==> config.mk <==
export PLATFORM = sky130hd
export DESIGN_NAME = bcwl_loader
export DESIGN_NICKNAME = d
export VERILOG_FILES = /design/src/bcwl_pkg.sv /design/src/bcwl_loader.sv /design/src/bcwl_sync.sv
export SDC_FILE = /design/constraint.sdc
export NUM_CORES = 2
export LEC_CHECK = 0
export BUFFER_PORTS_ARGS = -buffer_cell sky130_fd_sc_hd__buf_2
export CAP_MARGIN = 20
export CORE_AREA = 3 3 338 473
export DETAILED_ROUTE_END_ITERATION = 8
export DIE_AREA = 0 0 341 476
export SKIP_LAST_GASP = 1
export SLEW_MARGIN = 20
export SYNTH_ARGS = -nofsm -noshare
export SYNTH_HDL_FRONTEND = slang
export SYNTH_SLANG_ARGS = --single-unit
==> constraint.sdc <==
create_clock -name ref_clk_i -period 6.45 [get_ports ref_clk_i]
set_clock_uncertainty 0.15 [all_clocks]
set_input_delay 0.3225 -clock ref_clk_i [delete_from_list [all_inputs] [get_ports ref_clk_i]]
set_output_delay 0.3225 -clock ref_clk_i [all_outputs]
set_load 0.01 [all_outputs]
==> src/bcwl_pkg.sv <==
// constants and types shared by the configuration window loader
package bcwl_pkg;

  localparam int WORD_W     = 16;
  localparam int PAGE_WORDS = 8;
  localparam int PAGES      = 5;
  localparam int WIN_WORDS  = PAGES * PAGE_WORDS;
  localparam int ADDR_W     = 7;
  localparam int IDX_W      = 6;
  localparam int EE_ADDR_W  = 8;

  // window word indices
  localparam logic [IDX_W-1:0] PAGE0_BASE  = 6'h00;
  localparam logic [IDX_W-1:0] PAGE1_LAST  = 6'h0F;
  localparam logic [IDX_W-1:0] PAGE2_BASE  = 6'h10;
  localparam logic [IDX_W-1:0] PAGE3_LAST  = 6'h1F;
  localparam logic [IDX_W-1:0] PAGE4_BASE  = 6'h20;
  localparam logic [IDX_W-1:0] CUST_ID_IDX = 6'h1F;
  localparam logic [IDX_W-1:0] MARKER_IDX  = 6'h20;

  // eeprom image: 24 words, 48 bytes, big-endian
  localparam logic [IDX_W-1:0] EE_LAST_BYTE = 6'h2F;

  localparam logic [WORD_W-1:0] MARKER_VALUE = 16'hA596;

  // register port addresses beyond the window words
  localparam logic [ADDR_W-1:0] REG_CTRL   = 7'h40;
  localparam logic [ADDR_W-1:0] REG_STATUS = 7'h41;

  // control register fields
  localparam int CTRL_RELOAD = 0;
  localparam int CTRL_RD_OTP = 1;
  localparam int CTRL_RD_EE  = 2;
  localparam int CTRL_WR_OTP = 3;
  localparam logic CTRL_RELOAD_RST = 1'b1;

  // status register fields
  localparam int STAT_BUSY    = 0;
  localparam int STAT_DEV     = 1;
  localparam int STAT_EE_FAIL = 2;
  localparam int STAT_ID_FAIL = 3;
  localparam int STAT_BOOT_OK = 4;
  localparam int STAT_REFUSED = 5;

  // power state encoding
  typedef logic [1:0] bcwl_pwr_t;
  localparam bcwl_pwr_t PWR_OFF     = 2'h0;
  localparam bcwl_pwr_t PWR_ON      = 2'h1;
  localparam bcwl_pwr_t PWR_SLEEP   = 2'h2;
  localparam bcwl_pwr_t PWR_PROGRAM = 2'h3;

  typedef enum logic [2:0] {
    S_IDLE,
    S_OTP,
    S_EE,
    S_WR,
    S_CHECK
  } bcwl_state_t;

endpackage

==> src/bcwl_loader.sv <==
// configuration window loader: window, start-up load, otp and eeprom copies
// Behaviour
// - page 0 holds 128-bit id from otp, loaded at each on, host-locked
// - page 1 factory data from otp at each on, host cannot change
// - pages 2 and 3 load bootstrap data at on, source picked by device
// - page 4 marker copied only when bootstrap comes from eeprom
// - otp holds four pages mapping to window pages 0 to 3
// - eeprom holds three word pages mapping to window pages 2, 3, 4
// - eeprom big-endian bytes: even byte high, odd low, byte 0 at page 2
// - window words read and written by host in off, on, sleep
// - host reaches eeprom and otp only through window copies
// - window pages 2 and 3 programmed into otp only in program state
// - paths: eeprom to window, window to otp, otp to window; none back
// - window contents reflected out to functional register locations
// - secondary serial clock pin high at start-up selects eeprom source
// - eeprom absent or marker not A596h keeps device off
// - zero customer id field keeps device off on every start path
// - reload bit clear skips pages 2 to 4, pages 0 and 1 still load
//
// The strobed register port and the register addresses were left to the implementer.
`timescale 1ns/1ps
module bcwl_loader
  import bcwl_pkg::*;
(
  input  wire logic                              ref_clk_i,
  input  wire logic                              sys_rst_i,
  input  wire logic [bcwl_pkg::ADDR_W-1:0]       bus_addr_i,
  input  wire logic [bcwl_pkg::WORD_W-1:0]       bus_wdata_i,
  input  wire logic                              bus_we_i,
  input  wire logic                              bus_re_i,
  output logic      [bcwl_pkg::WORD_W-1:0]       bus_rdata_o,
  input  wire bcwl_pkg::bcwl_pwr_t               power_state_i,
  input  wire logic                              on_request_i,
  output logic                                   start_ok_o,
  output logic                                   start_fail_o,
  input  wire logic                              secondary_serial_clock_pin_i,
  output logic                                   otp_req_o,
  output logic                                   otp_we_o,
  output logic      [bcwl_pkg::IDX_W-2:0]        otp_addr_o,
  output logic      [bcwl_pkg::WORD_W-1:0]       otp_wdata_o,
  input  wire logic [bcwl_pkg::WORD_W-1:0]       otp_rdata_i,
  input  wire logic                              otp_ack_i,
  output logic                                   ee_req_o,
  output logic      [bcwl_pkg::EE_ADDR_W-1:0]    ee_addr_o,
  input  wire logic [7:0]                        ee_data_i,
  input  wire logic                              ee_ack_i,
  input  wire logic                              ee_nack_i,
  output logic      [bcwl_pkg::WIN_WORDS*bcwl_pkg::WORD_W-1:0] config_window_o
);
  import bcwl_pkg::*;

  bcwl_state_t       st_ff;
  logic [WORD_W-1:0] win_ff [WIN_WORDS];
  logic [IDX_W-1:0]  idx_ff;
  logic [IDX_W-1:0]  end_ff;
  logic [IDX_W-1:0]  ee_byte_ff;
  logic [7:0]        hi_ff;
  logic              boot_ff;
  logic              to_ee_ff;
  logic              dev_ff;
  logic              reload_ff;
  logic              ee_fail_ff;
  logic              id_fail_ff;
  logic              boot_ok_ff;
  logic              refused_ff;
  logic              start_ok_ff;
  logic              start_fail_ff;
  logic [WORD_W-1:0] rdata_ff;
  logic              pin_sync;
  logic              idle;
  logic              win_hit;
  logic              host_wr;
  logic              cmd_wr;
  logic              wr_otp_ok;
  logic              otp_done;
  logic              ee_done;
  logic              check_id_bad;
  logic              check_ee_bad;
  logic [IDX_W-1:0]  ee_word;
  logic [WORD_W-1:0] status;

  bcwl_sync u_pin_sync (
    .ref_clk_i (ref_clk_i),
    .sys_rst_i (sys_rst_i),
    .async_i   (secondary_serial_clock_pin_i),
    .sync_o    (pin_sync)
  );

  assign idle     = (st_ff == S_IDLE);
  assign win_hit  = (bus_addr_i < ADDR_W'(WIN_WORDS));
  // pages 0 and 1 never accept host data; busy window is closed to the host
  assign host_wr  = bus_we_i && win_hit && idle && !on_request_i &&
                    (bus_addr_i >= ADDR_W'(PAGE2_BASE));
  assign cmd_wr   = bus_we_i && (bus_addr_i == REG_CTRL) && idle && !on_request_i;
  assign wr_otp_ok = (power_state_i == PWR_PROGRAM);
  assign otp_done = otp_ack_i && (idx_ff == end_ff);
  assign ee_done  = ee_ack_i && (ee_byte_ff == EE_LAST_BYTE);
  assign ee_word  = PAGE2_BASE + {1'b0, ee_byte_ff[IDX_W-1:1]};
  assign check_id_bad = (win_ff[CUST_ID_IDX] == '0);
  assign check_ee_bad = dev_ff && (ee_fail_ff || win_ff[MARKER_IDX] != MARKER_VALUE);

  // sequencer: start-up load and host commands
  always_ff @(posedge ref_clk_i) begin
    if (sys_rst_i) begin
      st_ff      <= S_IDLE;
      idx_ff     <= '0;
      end_ff     <= '0;
      ee_byte_ff <= '0;
      boot_ff    <= 1'b0;
      to_ee_ff   <= 1'b0;
    end else begin
      unique case (st_ff)
        S_IDLE: begin
          if (on_request_i) begin
            // pages 0 and 1 always; 2 and 3 from otp only without eeprom
            idx_ff     <= PAGE0_BASE;
            end_ff     <= (reload_ff && !pin_sync) ? PAGE3_LAST : PAGE1_LAST;
            to_ee_ff   <= reload_ff && pin_sync;
            ee_byte_ff <= '0;
            boot_ff    <= 1'b1;
            st_ff      <= S_OTP;
          end else if (cmd_wr && bus_wdata_i[CTRL_RD_OTP]) begin
            idx_ff   <= PAGE0_BASE;
            end_ff   <= PAGE3_LAST;
            to_ee_ff <= 1'b0;
            boot_ff  <= 1'b0;
            st_ff    <= S_OTP;
          end else if (cmd_wr && bus_wdata_i[CTRL_RD_EE]) begin
            ee_byte_ff <= '0;
            boot_ff    <= 1'b0;
            st_ff      <= S_EE;
          end else if (cmd_wr && bus_wdata_i[CTRL_WR_OTP] && wr_otp_ok) begin
            idx_ff  <= PAGE2_BASE;
            end_ff  <= PAGE3_LAST;
            boot_ff <= 1'b0;
            st_ff   <= S_WR;
          end
        end
        S_OTP: begin
          if (otp_ack_i) begin
            idx_ff <= idx_ff + 1'b1;
            if (otp_done) begin
              st_ff <= to_ee_ff ? S_EE : (boot_ff ? S_CHECK : S_IDLE);
            end
          end
        end
        S_EE: begin
          if (ee_nack_i) begin
            st_ff <= boot_ff ? S_CHECK : S_IDLE;
          end else if (ee_ack_i) begin
            ee_byte_ff <= ee_byte_ff + 1'b1;
            if (ee_done) begin
              st_ff <= boot_ff ? S_CHECK : S_IDLE;
            end
          end
        end
        S_WR: begin
          if (otp_ack_i) begin
            idx_ff <= idx_ff + 1'b1;
            if (otp_done) begin
              st_ff <= S_IDLE;
            end
          end
        end
        S_CHECK: begin
          st_ff <= S_IDLE;
        end
      endcase
    end
  end

  // window storage: host writes and loads share one write port
  always_ff @(posedge ref_clk_i) begin
    if (sys_rst_i) begin
      for (int i = 0; i < WIN_WORDS; i++) begin
        win_ff[i] <= '0;
      end
    end else if (st_ff == S_OTP && otp_ack_i) begin
      win_ff[idx_ff] <= otp_rdata_i;
    end else if (st_ff == S_EE && ee_ack_i && ee_byte_ff[0] &&
                 (boot_ff || ee_word < PAGE4_BASE)) begin
      // word lands at page 2 plus half the byte address; marker page only at start-up
      win_ff[ee_word] <= {hi_ff, ee_data_i};
    end else if (host_wr) begin
      win_ff[bus_addr_i[IDX_W-1:0]] <= bus_wdata_i;
    end
  end

  // even byte held until its odd partner arrives
  always_ff @(posedge ref_clk_i) begin
    if (sys_rst_i) begin
      hi_ff <= '0;
    end else if (st_ff == S_EE && ee_ack_i && !ee_byte_ff[0]) begin
      hi_ff <= ee_data_i;
    end
  end

  // control bits and start-up outcome
  always_ff @(posedge ref_clk_i) begin
    if (sys_rst_i) begin
      reload_ff     <= CTRL_RELOAD_RST;
      dev_ff        <= 1'b0;
      ee_fail_ff    <= 1'b0;
      id_fail_ff    <= 1'b0;
      boot_ok_ff    <= 1'b0;
      refused_ff    <= 1'b0;
      start_ok_ff   <= 1'b0;
      start_fail_ff <= 1'b0;
    end else begin
      start_ok_ff   <= 1'b0;
      start_fail_ff <= 1'b0;
      if (cmd_wr) begin
        reload_ff  <= bus_wdata_i[CTRL_RELOAD];
        refused_ff <= bus_wdata_i[CTRL_WR_OTP] && !wr_otp_ok;
      end
      if (idle && on_request_i) begin
        // the pin is sampled once per start-up, not followed afterwards
        dev_ff     <= pin_sync;
        ee_fail_ff <= 1'b0;
        id_fail_ff <= 1'b0;
        boot_ok_ff <= 1'b0;
      end
      if (st_ff == S_EE && ee_nack_i) begin
        ee_fail_ff <= 1'b1;
      end
      if (st_ff == S_CHECK) begin
        id_fail_ff    <= check_id_bad;
        boot_ok_ff    <= !check_id_bad && !check_ee_bad;
        start_ok_ff   <= !check_id_bad && !check_ee_bad;
        start_fail_ff <= check_id_bad || check_ee_bad;
        if (check_ee_bad) begin
          ee_fail_ff <= 1'b1;
        end
      end
    end
  end

  always_comb begin
    status               = '0;
    status[STAT_BUSY]    = !idle;
    status[STAT_DEV]     = dev_ff;
    status[STAT_EE_FAIL] = ee_fail_ff;
    status[STAT_ID_FAIL] = id_fail_ff;
    status[STAT_BOOT_OK] = boot_ok_ff;
    status[STAT_REFUSED] = refused_ff;
  end

  // read port: data one cycle after the strobe, zero elsewhere
  always_ff @(posedge ref_clk_i) begin
    if (sys_rst_i) begin
      rdata_ff <= '0;
    end else if (bus_re_i) begin
      if (win_hit) begin
        rdata_ff <= win_ff[bus_addr_i[IDX_W-1:0]];
      end else if (bus_addr_i == REG_CTRL) begin
        rdata_ff <= {{(WORD_W-1){1'b0}}, reload_ff};
      end else if (bus_addr_i == REG_STATUS) begin
        rdata_ff <= status;
      end else begin
        rdata_ff <= '0;
      end
    end else begin
      rdata_ff <= '0;
    end
  end

  // memory ports hold request until acknowledged; no eeprom write path
  assign otp_req_o   = (st_ff == S_OTP) || (st_ff == S_WR);
  assign otp_we_o    = (st_ff == S_WR);
  assign otp_addr_o  = idx_ff[IDX_W-2:0];
  assign otp_wdata_o = win_ff[idx_ff];
  assign ee_req_o    = (st_ff == S_EE);
  assign ee_addr_o   = {2'b00, ee_byte_ff};
  assign bus_rdata_o = rdata_ff;
  assign start_ok_o  = start_ok_ff;
  assign start_fail_o = start_fail_ff;

  for (genvar g = 0; g < WIN_WORDS; g++) begin : g_reflect
    assign config_window_o[g*WORD_W +: WORD_W] = win_ff[g];
  end

  page_lock_a: assert property (@(posedge ref_clk_i) disable iff (sys_rst_i)
    (bus_we_i && idle && !on_request_i && bus_addr_i < ADDR_W'(PAGE2_BASE))
    |=> $stable(config_window_o))
    else $error("host write changed a locked page");

  read_latency_a: assert property (@(posedge ref_clk_i) disable iff (sys_rst_i)
    (bus_re_i && bus_addr_i == REG_STATUS) |=> (bus_rdata_o == $past(status)))
    else $error("status read data not one cycle later");

  otp_prog_a: assert property (@(posedge ref_clk_i) disable iff (sys_rst_i)
    otp_we_o |-> (idx_ff >= PAGE2_BASE && idx_ff <= PAGE3_LAST))
    else $error("otp programming outside pages 2 and 3");

  prog_guard_a: assert property (@(posedge ref_clk_i) disable iff (sys_rst_i)
    (cmd_wr && bus_wdata_i[CTRL_WR_OTP] && !bus_wdata_i[CTRL_RD_OTP] &&
     !bus_wdata_i[CTRL_RD_EE] && power_state_i != PWR_PROGRAM)
    |=> (st_ff == S_IDLE) && refused_ff)
    else $error("otp programming started outside program state");

  ee_order_a: assert property (@(posedge ref_clk_i) disable iff (sys_rst_i)
    (ee_req_o && ee_ack_i && !ee_nack_i && !ee_done)
    |=> ee_req_o && (ee_addr_o == $past(ee_addr_o) + 8'h01))
    else $error("eeprom bytes not fetched in order");

  ee_pair_a: assert property (@(posedge ref_clk_i) disable iff (sys_rst_i)
    (ee_req_o && ee_ack_i && !ee_byte_ff[0] && (boot_ff || ee_word < PAGE4_BASE))
    ##2 (ee_req_o && ee_ack_i && !ee_nack_i)
    |=> (win_ff[$past(ee_word)] == {$past(ee_data_i, 3), $past(ee_data_i)}))
    else $error("eeprom word not assembled high byte first");

  skip_reload_a: assert property (@(posedge ref_clk_i) disable iff (sys_rst_i)
    (idle && on_request_i && !reload_ff) |=> (end_ff == PAGE1_LAST) && !to_ee_ff)
    else $error("pages 2 to 4 reloaded with reload bit clear");

  id_check_a: assert property (@(posedge ref_clk_i) disable iff (sys_rst_i)
    (st_ff == S_CHECK && check_id_bad) |=> start_fail_o && !start_ok_o)
    else $error("zero customer id did not keep device off");

  marker_check_a: assert property (@(posedge ref_clk_i) disable iff (sys_rst_i)
    (st_ff == S_CHECK && dev_ff && win_ff[MARKER_IDX] != MARKER_VALUE)
    |=> start_fail_o ##1 !start_fail_o)
    else $error("bad eeprom marker did not keep device off");

endmodule

==> src/bcwl_sync.sv <==
// two-stage synchroniser for a level from a pin
`timescale 1ns/1ps
module bcwl_sync (
  input  wire logic ref_clk_i,
  input  wire logic sys_rst_i,
  input  wire logic async_i,
  output logic      sync_o
);
  logic meta_ff;
  logic sync_ff;

  // first stage feeds only the second
  always_ff @(posedge ref_clk_i) begin
    if (sys_rst_i) begin
      meta_ff <= 1'b0;
      sync_ff <= 1'b0;
    end else begin
      meta_ff <= async_i;
      sync_ff <= meta_ff;
    end
  end

  assign sync_o = sync_ff;
endmodule

==> results_dict.tcl <==
set metrics [dict create \
    max_freq_mhz 199.0 \
    synth_cell_types 78 \
    dr.pass1.iters 6 \
    switching_share_pct 28.48 \
    critPathMaxStageDelay_ns 0.80 \
    p_leak_nw 23.06 \
    crit_fanout 53 \
    die_w_um 341 \
    crit_top_cell "mux4_2" \
    clockBufferDepth 3 \
    yosysWarnings 0 \
    dp_hpwl_um 217400 \
    num_vias 43320 \
    synth_top_family_by_area "multiplexers" \
    final_hold_viol_count 0 \
    finalNetCount 4448 \
    synth.ff_latch_count 1083 \
    worstSetupPathType "reg2out" \
    slew_viol_final 0 \
    critPathCaptureType "output pin" \
    slew_headroom_pct 20.20 \
    tightest_slew_ns 1.167 \
    slowest_stage "dfxtp_4" \
    grt_pass1_vias 40300 \
    grt_antenna_before_repair 29 \
    setup_ws_ns 1.424 \
    detailedRoute.firstIterationViolations 7168 \
    netSwitchingPower_mw 4.925 \
    io_pins 748 \
    cts_resized 0 \
    p_clk_share_pct 38.0 \
    initial_utilization_pct 35.02 \
    status "completed" \
    place.gp.congestion 1.068 \
    synth_area_um2 54480 \
    grt_use_total_pct 35.19 \
    seqPwrFrac_pct 46.8 \
    yosysTopAreaCell "edfxtp_1" \
    avgSynthCellArea_um2 15.15 \
    rsz0062_at_grt "no" \
    die-area_um2 162300 \
    synthAdderAreaFrac_pct 0.04594 \
    clk_latency_ns 0.79 \
    cts_tree "yes" \
    routed_wl_um 293000 \
    power_density_nw_per_um2 263.6 \
    fin_crit_ns 5.026 \
    ir_worst_vdd_mv 0.2777 \
    path_buf_inv 2 \
    netlist.area_leader.share_pct 56.45 \
    dp_slack_ns 2.005 \
    p_int_mw 12.37 \
    grt_pass1_wl_um 380400 \
    htreeDepth 3 \
    ys.flop_type "edfxtp_1" \
    fp-row-count 171 \
    synthArstFlopShare_pct 0 \
    grt_max_degree 99 \
    globalRouteOverflowTotal 0 \
    wl_per_cell_um 44.54 \
    port_buffers 745 \
    synth_enable_flop_cells 1024 \
    hold_class "in2reg" \
    area_delta_synth_final_pct 20.40 \
    maxCapViolations 0 \
    vias_per_cell 6.585 \
    clock-sinks 1083 \
    synth-simple-area-share_pct 9.189 \
    drc 0 \
    die-height_um 476 \
    cts_made_buffers 105 \
    synth_most_common_cell "edfxtp_1" \
    setup-tns-final_ns 0 \
    fin_crit_sh_pct 77.92 \
    postSynthCellCount 3595 \
    synth.area.mux_share_pct 23.70 \
    crit_chain "buf_12, mux4_2, mux4_2, o22ai_1, nor3_1, buf_2" \
    synthTopCellsByArea "edfxtp_1 (56%), mux4_2 (21%), nor2_1 (5.3%)" \
    cts_root_buffer "clkbuf_16" \
    drtAntennaViolNets 0 \
    synth_common_cells "edfxtp_1 (1024), nor2_1 (768), mux4_2 (508)" \
    setup.worst_path.start_class "register" \
    clk_pin_slew_ns 0.06 \
    design.core.area_um2 155500 \
    synth_compound_area_share_pct 5.813 \
    final_layout_size_suffix_gt1_share_pct 40.27 \
    combPwrFrac_pct 15.1 \
    setup-violations-final 0 \
    worst_ep_required_time_ns 5.98 \
    synth-seq-area-share_pct 58.61 \
    critPathTopFamily "multiplexers" \
    crit_arrival_ns 4.55 \
    synth_xor_area_share_pct 0.08039 \
]
## metrics by stage
step / instance area, µm² / util (%) / power [mW] / hold slack (ns) / std cells
2_1_floorplan: 54480 / - / 9.437 / 0.2638 / 3596
3_3_place_gp: 61560 / 39.58 / 10.74 / 0.2722 / 6320
3_5_place_dp: 61570 / 39.59 / 10.75 / 0.2712 / 6320
4_1_cts: 65520 / 42.12 / 17.19 / 0.003702 / 6552
5_1_grt: 65530 / 42.13 / 17.57 / 0.04970 / 6556
6_report: 65590 / 42.17 / 17.29 / 0.06500 / 6578
## timing repair
item	CTS	global route
endpoints found under the setup margin	0	0
hold endpoints to repair	43	0
hold buffers	36	0
setup buffers	0	0
## per-layer routing
layer	vias up	share of wire, %	GRT usage (%)
met5	-	0.019	0
met4	8	8.5	24.54
met3	714	16	14.38
met2	4216	42	50.46
met1	22460	33	43.16
li1	15920	-	-
## layout make-up
class | count | area [µm²]
diodes | 25 | 62.56
fillers | 14280 | 89960
well taps | 2076 | 2597
clock buffers | 132 | 2804
flip-flops and latches | 1083 | 31950
inverters | 17 | 65.06
repair buffers | 986 | 5792
multi-input cells | 2195 | 21540
clock inverters | 64 | 782.0
## cell families after synthesis
logic type               count (synthesis)
other                                    1
flip-flops                            1083
buffers and inverters                  318
AND/OR/NAND/NOR                       1135
adder cells (fa/ha/maj)                  2
XOR/XNOR                                 5
AO/OA/AOI/OAI                          402
multiplexers                           649
## placed cells by master, fill, tap and decap left out, types with 17 or more instances in the layout
cell type,synthesis,routed
edfxtp_1,1024,1024
nor2_1,768,764
buf_2,101,742
mux4_2,508,508
buf_4,14,193
mux2i_1,118,118
clkbuf_16,0,106
a21oi_1,74,74
nand2_1,68,66
nor3_1,69,63
dfxtp_1,59,54
a31oi_2,50,49
and3_1,43,43
nor2b_1,42,39
o21ai_2,2,37
dlygate4sd3_1,0,36
nand3_1,34,34
o21ai_0,67,34
a22oi_1,33,33
a31oi_1,32,32
nor3b_1,29,29
diode_2,0,25
o22ai_1,22,22
nand2b_1,20,20
clkbuf_1,167,20
clkinv_1,0,19
a31oi_4,17,18
clkinv_2,1,17
## worst min-delay path: stages
cell,delay (ns)
buf_2,0.14
and3_1,0.18
a31oi_2,0.10
nor2_1,0.10
## power by group through the flow
| stage | registers, mW | logic (mW) | clock network [mW] |
|---|---|---|---|
| final | 8.10 | 2.62 | 6.57 |
| after global routing | 8.09 | 2.64 | 6.83 |
| after CTS | 8.08 | 2.55 | 6.56 |
| after detailed placement | 8.23 | 2.52 | 0 |
| after global placement | 8.23 | 2.51 | 0 |
| after floorplan | 8.17 | 1.27 | 0 |
## path summary, 6_finish.rpt
check	cells after the start	start	to	slack (ns)
worst max-delay path	6	register	otp_wdata_o[2]	1.42
worst min-delay path	4	bus_wdata_i[6]	win_ff[5][6]	0.07
worst max register to register	8	st_ff[1]	win_ff[3][0]	1.74
worst min register to register	1	u_pin_sync.meta_ff	u_pin_sync.sync_o	0.29
## sequential cells by signal (all words and copies together), names as in the netlist, 2 cells and up, named ones only
| name | cells |
|---|---|
| st_ff | 3 |
| idx_ff | 6 |
| ee_byte_ff | 6 |
| end_ff | 2 |
| hi_ff | 8 |
| bus_rdata_o | 16 |
| win_ff | 1024 |
Power figures use the tool's default switching activity.
